`config.mk`:
```
export PLATFORM = sky130hd
export DESIGN_NAME = acs_sequencer
export DESIGN_NICKNAME = d
export VERILOG_FILES = /design/src/shared/acs_pkg.sv /design/src/core/acs_sequencer.sv /design/src/core/acs_timebase.sv
export SDC_FILE = /design/constraint.sdc
export NUM_CORES = 1
export LEC_CHECK = 0
export BUFFER_PORTS_ARGS = -buffer_cell sky130_fd_sc_hd__buf_2
export CORE_MARGIN = 2
export CORE_UTILIZATION = 28
export CTS_BUF_LIST = sky130_fd_sc_hd__clkbuf_2 sky130_fd_sc_hd__clkbuf_4 sky130_fd_sc_hd__clkbuf_8
export DETAILED_ROUTE_END_ITERATION = 6
export GPL_TIMING_DRIVEN = 0
export SETUP_SLACK_MARGIN = 0.15
export SLEW_MARGIN = 20
export SYNTH_ARGS = -nofsm -noshare
export SYNTH_HDL_FRONTEND = slang
export SYNTH_SLANG_ARGS = --single-unit
```
`constraint.sdc`:
```
create_clock -name clk -period 4.9 [get_ports clk]
set_input_delay 0.735 -clock clk [delete_from_list [all_inputs] [get_ports clk]]
set_output_delay 0.735 -clock clk [all_outputs]
set_load 0.1 [all_outputs]
```
`src/shared/acs_pkg.sv`:
```
`default_nettype none
// =============================================================================
// Shared constants of the conversion sequencer.
package acs_pkg;
  // =============================================================================
  // Register byte offsets on APB.
  localparam logic [11:0] ADDR_CONTROL = 12'h000;
  localparam logic [11:0] ADDR_CONFIG  = 12'h004;
  localparam logic [11:0] ADDR_RES_HI  = 12'h008;
  localparam logic [11:0] ADDR_RES_LO  = 12'h00c;
  localparam logic [11:0] ADDR_CCP     = 12'h010;
  localparam logic [11:0] ADDR_STATUS  = 12'h014;
  localparam logic [11:0] ADDR_PORT    = 12'h018;
  localparam logic [11:0] ADDR_DIR     = 12'h01c;

  // Control register fields.
  localparam int CTL_ON_BIT  = 0;
  localparam int CTL_GO_BIT  = 2;
  localparam int CTL_CHS_LSB = 3;
  localparam int CTL_CS_LSB  = 6;
  // Config register fields.
  localparam int CFG_PCFG_LSB = 0;
  localparam int CFG_CS2_BIT  = 6;
  localparam int CFG_JUST_BIT = 7;
  // Status register fields.
  localparam int STA_FLAG_BIT = 0;
  localparam int STA_BUSY_BIT = 1;

  // Reset values.
  localparam logic [7:0] CONTROL_RESET = 8'h00;
  localparam logic [7:0] CONFIG_RESET  = 8'h00;
  localparam logic [7:0] DIR_RESET     = 8'hff;

  // Capture/compare mode that routes the special event to the converter.
  localparam logic [3:0] CCP_TRIGGER_MODE = 4'hb;
  // Clock select code for the internal RC timebase.
  localparam logic [2:0] CS_RC = 3'h3;

  // Timing counts in conversion bit periods.
  localparam int CONV_PERIODS    = 12;
  localparam int RECOVER_PERIODS = 2;
  localparam int RESULT_BITS     = 10;
  // Least bit period in ns, and the system clock period in ns.
  localparam int MIN_PERIOD_NS = 1600;
  localparam int CLK_PERIOD_NS = 10;
  localparam int MIN_PERIOD_CYC = (MIN_PERIOD_NS + CLK_PERIOD_NS - 1) / CLK_PERIOD_NS;

  // Sequencer states.
  typedef enum logic [1:0] {
    ST_IDLE    = 2'b00,
    ST_CONVERT = 2'b01,
    ST_RECOVER = 2'b10
  } acs_state_t;
endpackage
`default_nettype wire
```
`src/core/acs_sequencer.sv`:
```
`timescale 1ns/1ns
`default_nettype none
// How it works
// - A conversion lasts exactly twelve bit periods and yields ten result bits.
// - Clock select gives 2,4,8,16,32,64 clocks or the RC clock by code.
// - Port reads return zero for every pin configured as analog input.
// - Conversion runs regardless of channel select and pin direction.
// - Clearing go/done during a conversion aborts it at once.
// - An abort leaves the result pair untouched.
// - After abort, hold drops and acquisition restarts at once; a new start waits two bit periods.
// - Result is left or right aligned in sixteen bits, unused bits zero.
// - With converter off, result registers are plain read-write bytes.
// - Mode 1011 with converter on: special event sets go/done and starts.
// - In mode 1011 every special event resets the associated timer counter to zero.
// - With converter off, special event starts nothing but still resets timer.
// - Completion loads result, clears go/done and sets the conversion flag.
// - Device reset switches the converter off and aborts any conversion.
module acs_sequencer (
  // Clock and reset.
  input  wire logic        clk,
  input  wire logic        rst_n,
  input  wire logic        clk_en,
  // APB slave.
  input  wire logic        psel,
  input  wire logic        penable,
  input  wire logic        pwrite,
  input  wire logic [11:0] paddr,
  input  wire logic [31:0] pwdata,
  output logic      [31:0] prdata,
  output logic             pready,
  output logic             pslverr,
  // Analog front end.
  input  wire logic        rc_clk,
  input  wire logic        comp_out,
  output logic      [9:0]  dac_code,
  output logic             sample_hold,
  output logic      [2:0]  channel_select,
  // Port pins sharing the analog inputs.
  input  wire logic [7:0]  port_pins,
  // Capture/compare unit.
  input  wire logic        special_event,
  output logic             timer_counter_reset
);
  // =============================================================================
  // Register storage.
  logic [7:0] converter_control;
  logic [7:0] converter_config;
  logic [7:0] result_high;
  logic [7:0] result_low;
  logic [3:0] capture_compare_mode;
  logic [7:0] port_direction;
  logic       conversion_flag;
  logic [7:0] port_sync1, port_sync2, port_sync3, port_value;
  logic       comp_sync1, comp_sync2, comp_sync3, comp_value;

  acs_pkg::acs_state_t state;
  logic [3:0] period_count;
  logic [9:0] sar;
  logic [9:0] trial;
  logic       tick;
  logic       tb_run;
  logic       wr_en, rd_en;
  logic       converter_on, go_done, justify;
  logic       go_write_set, go_write_clear, trigger_start;
  logic [2:0] conv_clock_select;
  logic [7:0] analog_mask;

  assign converter_on      = converter_control[acs_pkg::CTL_ON_BIT];
  assign go_done           = converter_control[acs_pkg::CTL_GO_BIT];
  assign justify           = converter_config[acs_pkg::CFG_JUST_BIT];
  assign conv_clock_select = {converter_config[acs_pkg::CFG_CS2_BIT],
                              converter_control[acs_pkg::CTL_CS_LSB +: 2]};
  assign channel_select    = converter_control[acs_pkg::CTL_CHS_LSB +: 3];

  // =============================================================================
  // Bus decode; the slave always answers in the access cycle, no wait states.
  assign pready  = 1'b1;
  assign wr_en   = psel && penable && pwrite && clk_en;
  assign rd_en   = psel && !pwrite;
  assign pslverr = psel && penable && (paddr[11:5] != 7'h00 || paddr[1:0] != 2'h0);

  // Analog mask from the port configuration; pins set analog read as zero.
  function automatic logic [7:0] analog_pins(input logic [3:0] pcfg);
    case (pcfg)
      4'h0, 4'h1, 4'h8: analog_pins = 8'hff;
      4'h2, 4'h3, 4'hc: analog_pins = 8'h1f;
      4'h4:             analog_pins = 8'h0b;
      4'h5, 4'hd:       analog_pins = 8'h0f;
      4'h6, 4'h7:       analog_pins = 8'h00;
      4'h9, 4'ha, 4'hb: analog_pins = 8'h3f;
      4'he:             analog_pins = 8'h01;
      default:          analog_pins = 8'h0d;
    endcase
  endfunction
  assign analog_mask = analog_pins(converter_config[acs_pkg::CFG_PCFG_LSB +: 4]);

  // Read multiplexer; unmapped words read zero.
  always_comb begin
    prdata = 32'h0000_0000;
    if (rd_en) begin
      case (paddr)
        acs_pkg::ADDR_CONTROL: prdata = {24'h00_0000, converter_control};
        acs_pkg::ADDR_CONFIG:  prdata = {24'h00_0000, converter_config};
        acs_pkg::ADDR_RES_HI:  prdata = {24'h00_0000, result_high};
        acs_pkg::ADDR_RES_LO:  prdata = {24'h00_0000, result_low};
        acs_pkg::ADDR_CCP:     prdata = {28'h000_0000, capture_compare_mode};
        acs_pkg::ADDR_STATUS:  prdata = {30'h0000_0000, (state != acs_pkg::ST_IDLE),
                                         conversion_flag};
        acs_pkg::ADDR_PORT:    prdata = {24'h00_0000, port_value & ~analog_mask};
        acs_pkg::ADDR_DIR:     prdata = {24'h00_0000, port_direction};
        default:               prdata = 32'h0000_0000;
      endcase
    end
  end

  // =============================================================================
  // Pin inputs pass three flops; a change counts once the last two agree.
  always_ff @(posedge clk or negedge rst_n) begin
    if (!rst_n) begin
      port_sync1 <= 8'h00;
      port_sync2 <= 8'h00;
      port_sync3 <= 8'h00;
      port_value <= 8'h00;
      comp_sync1 <= 1'b0;
      comp_sync2 <= 1'b0;
      comp_sync3 <= 1'b0;
      comp_value <= 1'b0;
    end else if (clk_en) begin
      port_sync1 <= port_pins;
      port_sync2 <= port_sync1;
      port_sync3 <= port_sync2;
      port_value <= (port_sync2 & port_sync3) | (port_value & (port_sync2 | port_sync3));
      comp_sync1 <= comp_out;
      comp_sync2 <= comp_sync1;
      comp_sync3 <= comp_sync2;
      if (comp_sync2 == comp_sync3) begin
        comp_value <= comp_sync3;
      end
    end
  end

  // Go/done set and clear causes.
  assign go_write_set   = wr_en && paddr == acs_pkg::ADDR_CONTROL && pwdata[acs_pkg::CTL_GO_BIT];
  assign go_write_clear = wr_en && paddr == acs_pkg::ADDR_CONTROL && !pwdata[acs_pkg::CTL_GO_BIT];
  assign trigger_start  = clk_en && special_event && converter_on
                          && capture_compare_mode == acs_pkg::CCP_TRIGGER_MODE;
  assign timer_counter_reset = special_event
                          && capture_compare_mode == acs_pkg::CCP_TRIGGER_MODE;

  // =============================================================================
  // Control register; hardware completion clear loses to a same-cycle set.
  always_ff @(posedge clk or negedge rst_n) begin
    if (!rst_n) begin
      converter_control <= acs_pkg::CONTROL_RESET;
    end else if (clk_en) begin
      if (wr_en && paddr == acs_pkg::ADDR_CONTROL) begin
        converter_control <= pwdata[7:0] & 8'hfd;
        converter_control[acs_pkg::CTL_GO_BIT] <= pwdata[acs_pkg::CTL_GO_BIT]
                                                  && pwdata[acs_pkg::CTL_ON_BIT];
      end else if (trigger_start) begin
        converter_control[acs_pkg::CTL_GO_BIT] <= 1'b1;
      end else if (state == acs_pkg::ST_CONVERT && tick
                   && period_count == 4'(acs_pkg::CONV_PERIODS - 1)) begin
        converter_control[acs_pkg::CTL_GO_BIT] <= 1'b0;
      end
    end
  end

  // Other writable registers.
  always_ff @(posedge clk or negedge rst_n) begin
    if (!rst_n) begin
      converter_config     <= acs_pkg::CONFIG_RESET;
      capture_compare_mode <= 4'h0;
      port_direction       <= acs_pkg::DIR_RESET;
    end else if (wr_en) begin
      if (paddr == acs_pkg::ADDR_CONFIG) begin
        converter_config <= pwdata[7:0] & 8'hcf;
      end
      if (paddr == acs_pkg::ADDR_CCP) begin
        capture_compare_mode <= pwdata[3:0];
      end
      if (paddr == acs_pkg::ADDR_DIR) begin
        port_direction <= pwdata[7:0];
      end
    end
  end

  // Conversion flag: completion sets it, a write of one to the status bit clears it.
  always_ff @(posedge clk or negedge rst_n) begin
    if (!rst_n) begin
      conversion_flag <= 1'b0;
    end else if (clk_en) begin
      if (converter_on && state == acs_pkg::ST_CONVERT && tick && !go_write_clear
          && period_count == 4'(acs_pkg::CONV_PERIODS - 1)) begin
        conversion_flag <= 1'b1;
      end else if (wr_en && paddr == acs_pkg::ADDR_STATUS
                   && pwdata[acs_pkg::STA_FLAG_BIT]) begin
        conversion_flag <= 1'b0;
      end
    end
  end

  // =============================================================================
  // Bit-period timebase; an abort drops run for one cycle so that the divider
  // restarts and recovery lasts two whole bit periods, not a partial one.
  assign tb_run = (state != acs_pkg::ST_IDLE)
                  && !(state == acs_pkg::ST_CONVERT && (go_write_clear || !converter_on));
  acs_timebase u_timebase (
    .clk          (clk),
    .rst_n        (rst_n),
    .clk_en       (clk_en),
    .run          (tb_run),
    .clock_select (conv_clock_select),
    .rc_clk       (rc_clk),
    .tick         (tick)
  );

  // Sequencer: conversion and post-abort recovery counted in bit periods.
  // It ignores channel and direction bits entirely; the front end converts
  // whatever level the selected pin carries, digital output included.
  always_ff @(posedge clk or negedge rst_n) begin
    if (!rst_n) begin
      state        <= acs_pkg::ST_IDLE;
      period_count <= 4'h0;
      sar          <= 10'h000;
    end else if (clk_en) begin
      case (state)
        acs_pkg::ST_IDLE: begin
          period_count <= 4'h0;
          sar          <= 10'h000;
          if (go_done && converter_on) begin
            state <= acs_pkg::ST_CONVERT;
          end
        end
        acs_pkg::ST_CONVERT: begin
          if (go_write_clear || !converter_on) begin
            state        <= acs_pkg::ST_RECOVER;
            period_count <= 4'h0;
          end else if (tick) begin
            // Periods 1..10 each settle one bit, MSB first; 0 and 11 frame them.
            if (period_count >= 4'h1 && period_count <= 4'(acs_pkg::RESULT_BITS)) begin
              sar <= comp_value ? trial : (trial & ~(10'h200 >> (period_count - 4'h1)));
            end
            if (period_count == 4'(acs_pkg::CONV_PERIODS - 1)) begin
              state <= acs_pkg::ST_IDLE;
            end else begin
              period_count <= period_count + 4'h1;
            end
          end
        end
        acs_pkg::ST_RECOVER: begin
          if (tick) begin
            if (period_count == 4'(acs_pkg::RECOVER_PERIODS - 1)) begin
              state <= acs_pkg::ST_IDLE;
            end else begin
              period_count <= period_count + 4'h1;
            end
          end
        end
        default: state <= acs_pkg::ST_IDLE;
      endcase
    end
  end

  // Trial code: the bit under test is raised on top of the bits decided.
  assign trial = (period_count >= 4'h1 && period_count <= 4'(acs_pkg::RESULT_BITS))
                 ? (sar | (10'h200 >> (period_count - 4'h1))) : sar;

  // Drive the DAC from a flop; hold is released outside a conversion so the
  // channel acquires again, which gives the automatic reacquisition.
  always_ff @(posedge clk or negedge rst_n) begin
    if (!rst_n) begin
      dac_code    <= 10'h000;
      sample_hold <= 1'b0;
    end else if (clk_en) begin
      dac_code    <= trial;
      sample_hold <= (state == acs_pkg::ST_CONVERT);
    end
  end

  // Result pair: completion overwrites only if on; abort never touches it.
  always_ff @(posedge clk) begin
    if (clk_en) begin
      if (converter_on && state == acs_pkg::ST_CONVERT && tick && !go_write_clear
          && period_count == 4'(acs_pkg::CONV_PERIODS - 1)) begin
        if (justify) begin
          result_high <= {6'h00, sar[9:8]};
          result_low  <= sar[7:0];
        end else begin
          result_high <= sar[9:2];
          result_low  <= {sar[1:0], 6'h00};
        end
      end else if (wr_en) begin
        if (paddr == acs_pkg::ADDR_RES_HI) begin
          result_high <= pwdata[7:0];
        end
        if (paddr == acs_pkg::ADDR_RES_LO) begin
          result_low <= pwdata[7:0];
        end
      end
    end
  end
endmodule // acs_sequencer
`default_nettype wire

```
`src/core/acs_timebase.sv`:
```
`timescale 1ns/1ns
`default_nettype none
// =============================================================================
// Bit-period tick generator: divides clk or follows a resynchronised RC clock.
module acs_timebase (
  // Clock and reset.
  input  wire logic       clk,
  input  wire logic       rst_n,
  input  wire logic       clk_en,
  // Control.
  input  wire logic       run,
  input  wire logic [2:0] clock_select,
  input  wire logic       rc_clk,
  // Tick output.
  output logic            tick
);
  logic [5:0] div_count;
  logic [5:0] div_last;
  logic [2:0] rc_sync;
  logic       rc_seen;

  // Map the select code to a terminal count; the RC code has none.
  always_comb begin
    case (clock_select)
      3'h0:    div_last = 6'h01;
      3'h4:    div_last = 6'h03;
      3'h1:    div_last = 6'h07;
      3'h5:    div_last = 6'h0f;
      3'h2:    div_last = 6'h1f;
      3'h6:    div_last = 6'h3f;
      default: div_last = 6'h3f;
    endcase
  end

  // Divider restarts whenever the sequencer is idle, so periods align to start.
  always_ff @(posedge clk or negedge rst_n) begin
    if (!rst_n) begin
      div_count <= 6'h00;
    end else if (clk_en) begin
      if (!run || div_count == div_last) begin
        div_count <= 6'h00;
      end else begin
        div_count <= div_count + 6'h01;
      end
    end
  end

  // The RC clock is foreign, so it passes three stages before its edges count.
  always_ff @(posedge clk or negedge rst_n) begin
    if (!rst_n) begin
      rc_sync <= 3'h0;
      rc_seen <= 1'b0;
    end else if (clk_en) begin
      rc_sync <= {rc_sync[1:0], rc_clk};
      rc_seen <= rc_sync[2];
    end
  end

  // One tick per bit period from either source.
  assign tick = run && ((clock_select == acs_pkg::CS_RC) ? (rc_sync[2] && !rc_seen)
                                                         : (div_count == div_last));
endmodule // acs_timebase
`default_nettype wire

```
==> results summary <==
The flow ran to the end, and the final reports show no timing, DRC or antenna violations. The async set-reset flop share out of synthesis is 0.861. The detailed router's first-iteration violation count came out at 355.

Counting flops and latches in the post-synthesis netlist gives 115. For this run the aggregate overflow at the end of global routing stands at 0. TritonCTS built the clock tree. The number of antenna diodes is 0.

In this run the deepest clock path goes through 2 buffers. For this block, the routed nets add up to 15,900 um of wire. The overall power of the completed layout came out at 2.75 mW.

Clock tree synthesis inserted a total of 17 buffers. Synthesis instantiated 62 different standard cells from the library. The depth of the worst register-to-register path is 7. The number of hold-slack violations in the final timing report came to 0. The clock transition at the register clock pins on the worst setup and hold paths after CTS is 70 ps. The number of antenna violations at the first check in global routing is 0.

The count of nets left with antenna violations after detail routing came out at 0. In this run the horizontal extent of the chip is 153 um. The critical path startpoint category is an input pin. Before antenna repair, the detailed router went through 4 iterations. The peak ir drop on the vdd network came out at 0.171 mV. The total vias in the final route came out at 4,776. The number of maximum-capacitance constraint violations is 0. Data arrives at the worst endpoint at 3400 ps. The count of flip-flops with a built-in enable after synthesis is 16. Across every metal layer, demand over resource in global routing totals 0.141. The setup TNS after final layout came out at 0 ps.

The number of buffers added for setup after CTS is 0. The finished cells cover 7360 um2. The maximum clock frequency is 0.242 GHz. The critical path in this run is classified as in -> out. The clock latency at the later pin of the worst-skew pair came out at 440 ps. The path class of the tightest hold or removal check is in -> async.

In the finished design, the share of the clock period the worst path needs comes to 0.845. The count of hold-fix buffers inserted at cts came out at 0. The time the worst path needs with I/O delays and setup came out at 4140 ps. The critical path data required time is 4160 ps. The most used flip-flop cell after synthesis is dfrtp_1. The via count of the first global-routing pass came to 4,671. The worst setup path is captured at an output pin. The leakage power of the design is 3.18 nW. Synthesis produced a netlist whose cell count is 601. The post-placement cell area is 6950 um2. 110 I/O pins were placed. The clock net sink count is 115. The count of H-tree levels built during CTS is 4. The count of buffers added on input and output ports is 57. The biggest area contributor in the post-synthesis netlist is dfrtp_1. The worst hold margin is 175 ps. The setup check on the worst reg-to-reg path leaves a slack of 2030 ps. The number of standard cells in the layout, taps in and fillers out came out at 993. The max-slew headroom at the worst pin came out at 0.341. Dividing total power by cell area gives a power density of 373 nW/um2. The slew at the pin with the worst max-slew slack came out at 975 ps. The critical path starts at paddr[3]. The initialized floorplan defines 54 standard-cell rows. Sorting the synthesized cells by area gives the leading types as dfrtp_1 37%, mux2_2 9.3%, edfxtp_1 7.8%. Setup violations remaining at the end of the flow were counted as 0. The number of warnings issued by yosys came out at 0.

The growth of design area from synthesis to finish is 18.9%. The largest net degree at the start of global routing came out at 66. The count of cells resized by post-cts repair came out at 0. The mean post-synth cell area came out at 10.3 um2. Setup repair after global routing left no endpoint under its margin. In this run the critical register-to-register path is captured at result_low[5]. The largest fanout on the critical path is 10.

The total die area came out at 23,300 um2. The wire-length estimate of the detail-placed layout is 11,900 um. The core box area came out at 21,800 um2.

The first global-routing pass estimated 25,900 um of wire. The worst clock skew is 11.2 ps. The number of slew-limit violations in the final report is 0.

The initial core utilization is 0.284. The DRC violation count after routing is 0. The sequential-to-total area share from yosys stat is 0.480. The global placer's final weighted congestion is 0.845. The vertical extent of the die is 153 um.

The critical path endpoint is prdata[6]. Counting tap cells, the placed design contains a total of 962 instances. The worst register-to-register path begins at state[1]. The wire length per cell came out at 16.0 um.

The number of nets in the final layout came out at 774. Of the cells placed in the final design, the portion with a size suffix greater than 1 is 0.279. In the routed layout, each cell is associated on average with a via count of 4.81. Clock tree synthesis selected as its root buffer the cell clkbuf_8. The area share of the largest cell type after synthesis came out at 0.368. The cell area after technology mapping is 6190 um2.
## cell usage in the layout, fill, tap and decap left out, types with 22 or more instances in the layout
cell type	instances
buf_2	62
inv_1	29
mux2_2	51
nand2_1	51
o21ai_0	28
nand3_1	23
conb_1	25
buf_4	29
clkbuf_8	22
nor2_1	46
dfrtp_1	91
a21oi_1	38
## kinds of logic (layout without fill, tap and decap cells)
family          count (synthesis)  in the layout  synth area share
other cells                     2             25           0.00121
compound gates                143            143             0.159
mux                            67             67             0.125
simple gates                  178            178             0.140
xor+xnor                        1              1           0.00142
flops                         115            115             0.480
buf+inv                        83            172            0.0692
fa+ha+maj                      12             12            0.0243
## cell usage after synthesis (5+ instances only)
| library cell | instances |
|---|---|
| nand3_1 | 23 |
| mux2_2 | 51 |
| a32oi_1 | 5 |
| a21oi_1 | 38 |
| a22o_1 | 11 |
| ha_1 | 12 |
| a31oi_1 | 9 |
| o221ai_1 | 7 |
| a21boi_0 | 5 |
| buf_1 | 5 |
| dfrtp_1 | 91 |
| o31ai_1 | 6 |
| o21ai_0 | 28 |
| nor2_1 | 46 |
| dfstp_2 | 8 |
| clkbuf_1 | 14 |
| buf_2 | 6 |
| mux2i_1 | 13 |
| edfxtp_1 | 16 |
| and3_1 | 6 |
| nand2_1 | 51 |
| buf_4 | 29 |
| inv_1 | 29 |
| nand2b_1 | 12 |
| nor3_1 | 11 |
## critical path, stage by stage
cell and delay (ps):
buf_2 90, clkbuf_1 490, inv_1 250, nor3_1 580
a21boi_0 400, a222oi_1 210, nor2_1 170, buf_2 460
## area by class of cell
cell class / instances / area [um2]
plain buffers: 54 / 319
clock buffers: 26 / 333
clock inverters: 5 / 75.1
fillers: 2233 / 14400
inverters: 29 / 109
multi-input cells: 426 / 2890
flip-flops and latches: 115 / 2970
well taps: 280 / 350
repair buffers: 58 / 319
## power breakdown
group / switching [mW] / total (mW) / internal, mW / leakage [nW]
logic: 0.409 / 0.623 / 0.214 / 1.72
registers: 0.127 / 1.22 / 1.09 / 1.24
clock network: 0.371 / 0.908 / 0.537 / 0.217
total: 0.907 / 2.75 / 1.84 / 3.18
## through the flow
step                utilization  setup slack, ps
finish                    0.338              760
CTS                       0.338              790
detailed placement        0.319              801
global route              0.338              507
global placement          0.318              778
floorplan                     -              687
## per-layer routing
metal  GRT usage  wire, um
met5           0         0
met3      0.0361       731
met4      0.0401       213
met2       0.228      7610
met1       0.186      7370
## state kept, by name, summed over array words and instances, names as in the netlist, 2 cells and up
name	count
port_sync1	8
converter_config	6
port_direction	8
result_high	8
state	2
result_low	8
sar	10
period_count	4
u_timebase.div_count	6
port_sync3	8
port_sync2	8
dac_code	10
converter_control	7
u_timebase.rc_sync	3
capture_compare_mode	4
port_value	8
## worst min-delay path by stage
stage                 startpoint                      end  slack [ps]  cells past startpoint
2_1_floorplan              rst_n  capture_compare_mode[0]         440                      0
3_3_place_gp   port_direction[0]        port_direction[0]         470                      2
3_5_place_dp   port_direction[0]        port_direction[0]         490                      2
4_1_cts                    rst_n          period_count[0]         170                      1
5_1_grt                    rst_n          period_count[1]         180                      1
6_report                   rst_n          period_count[0]         170                      1
Note: power is estimated with default switching activity, not from simulation.
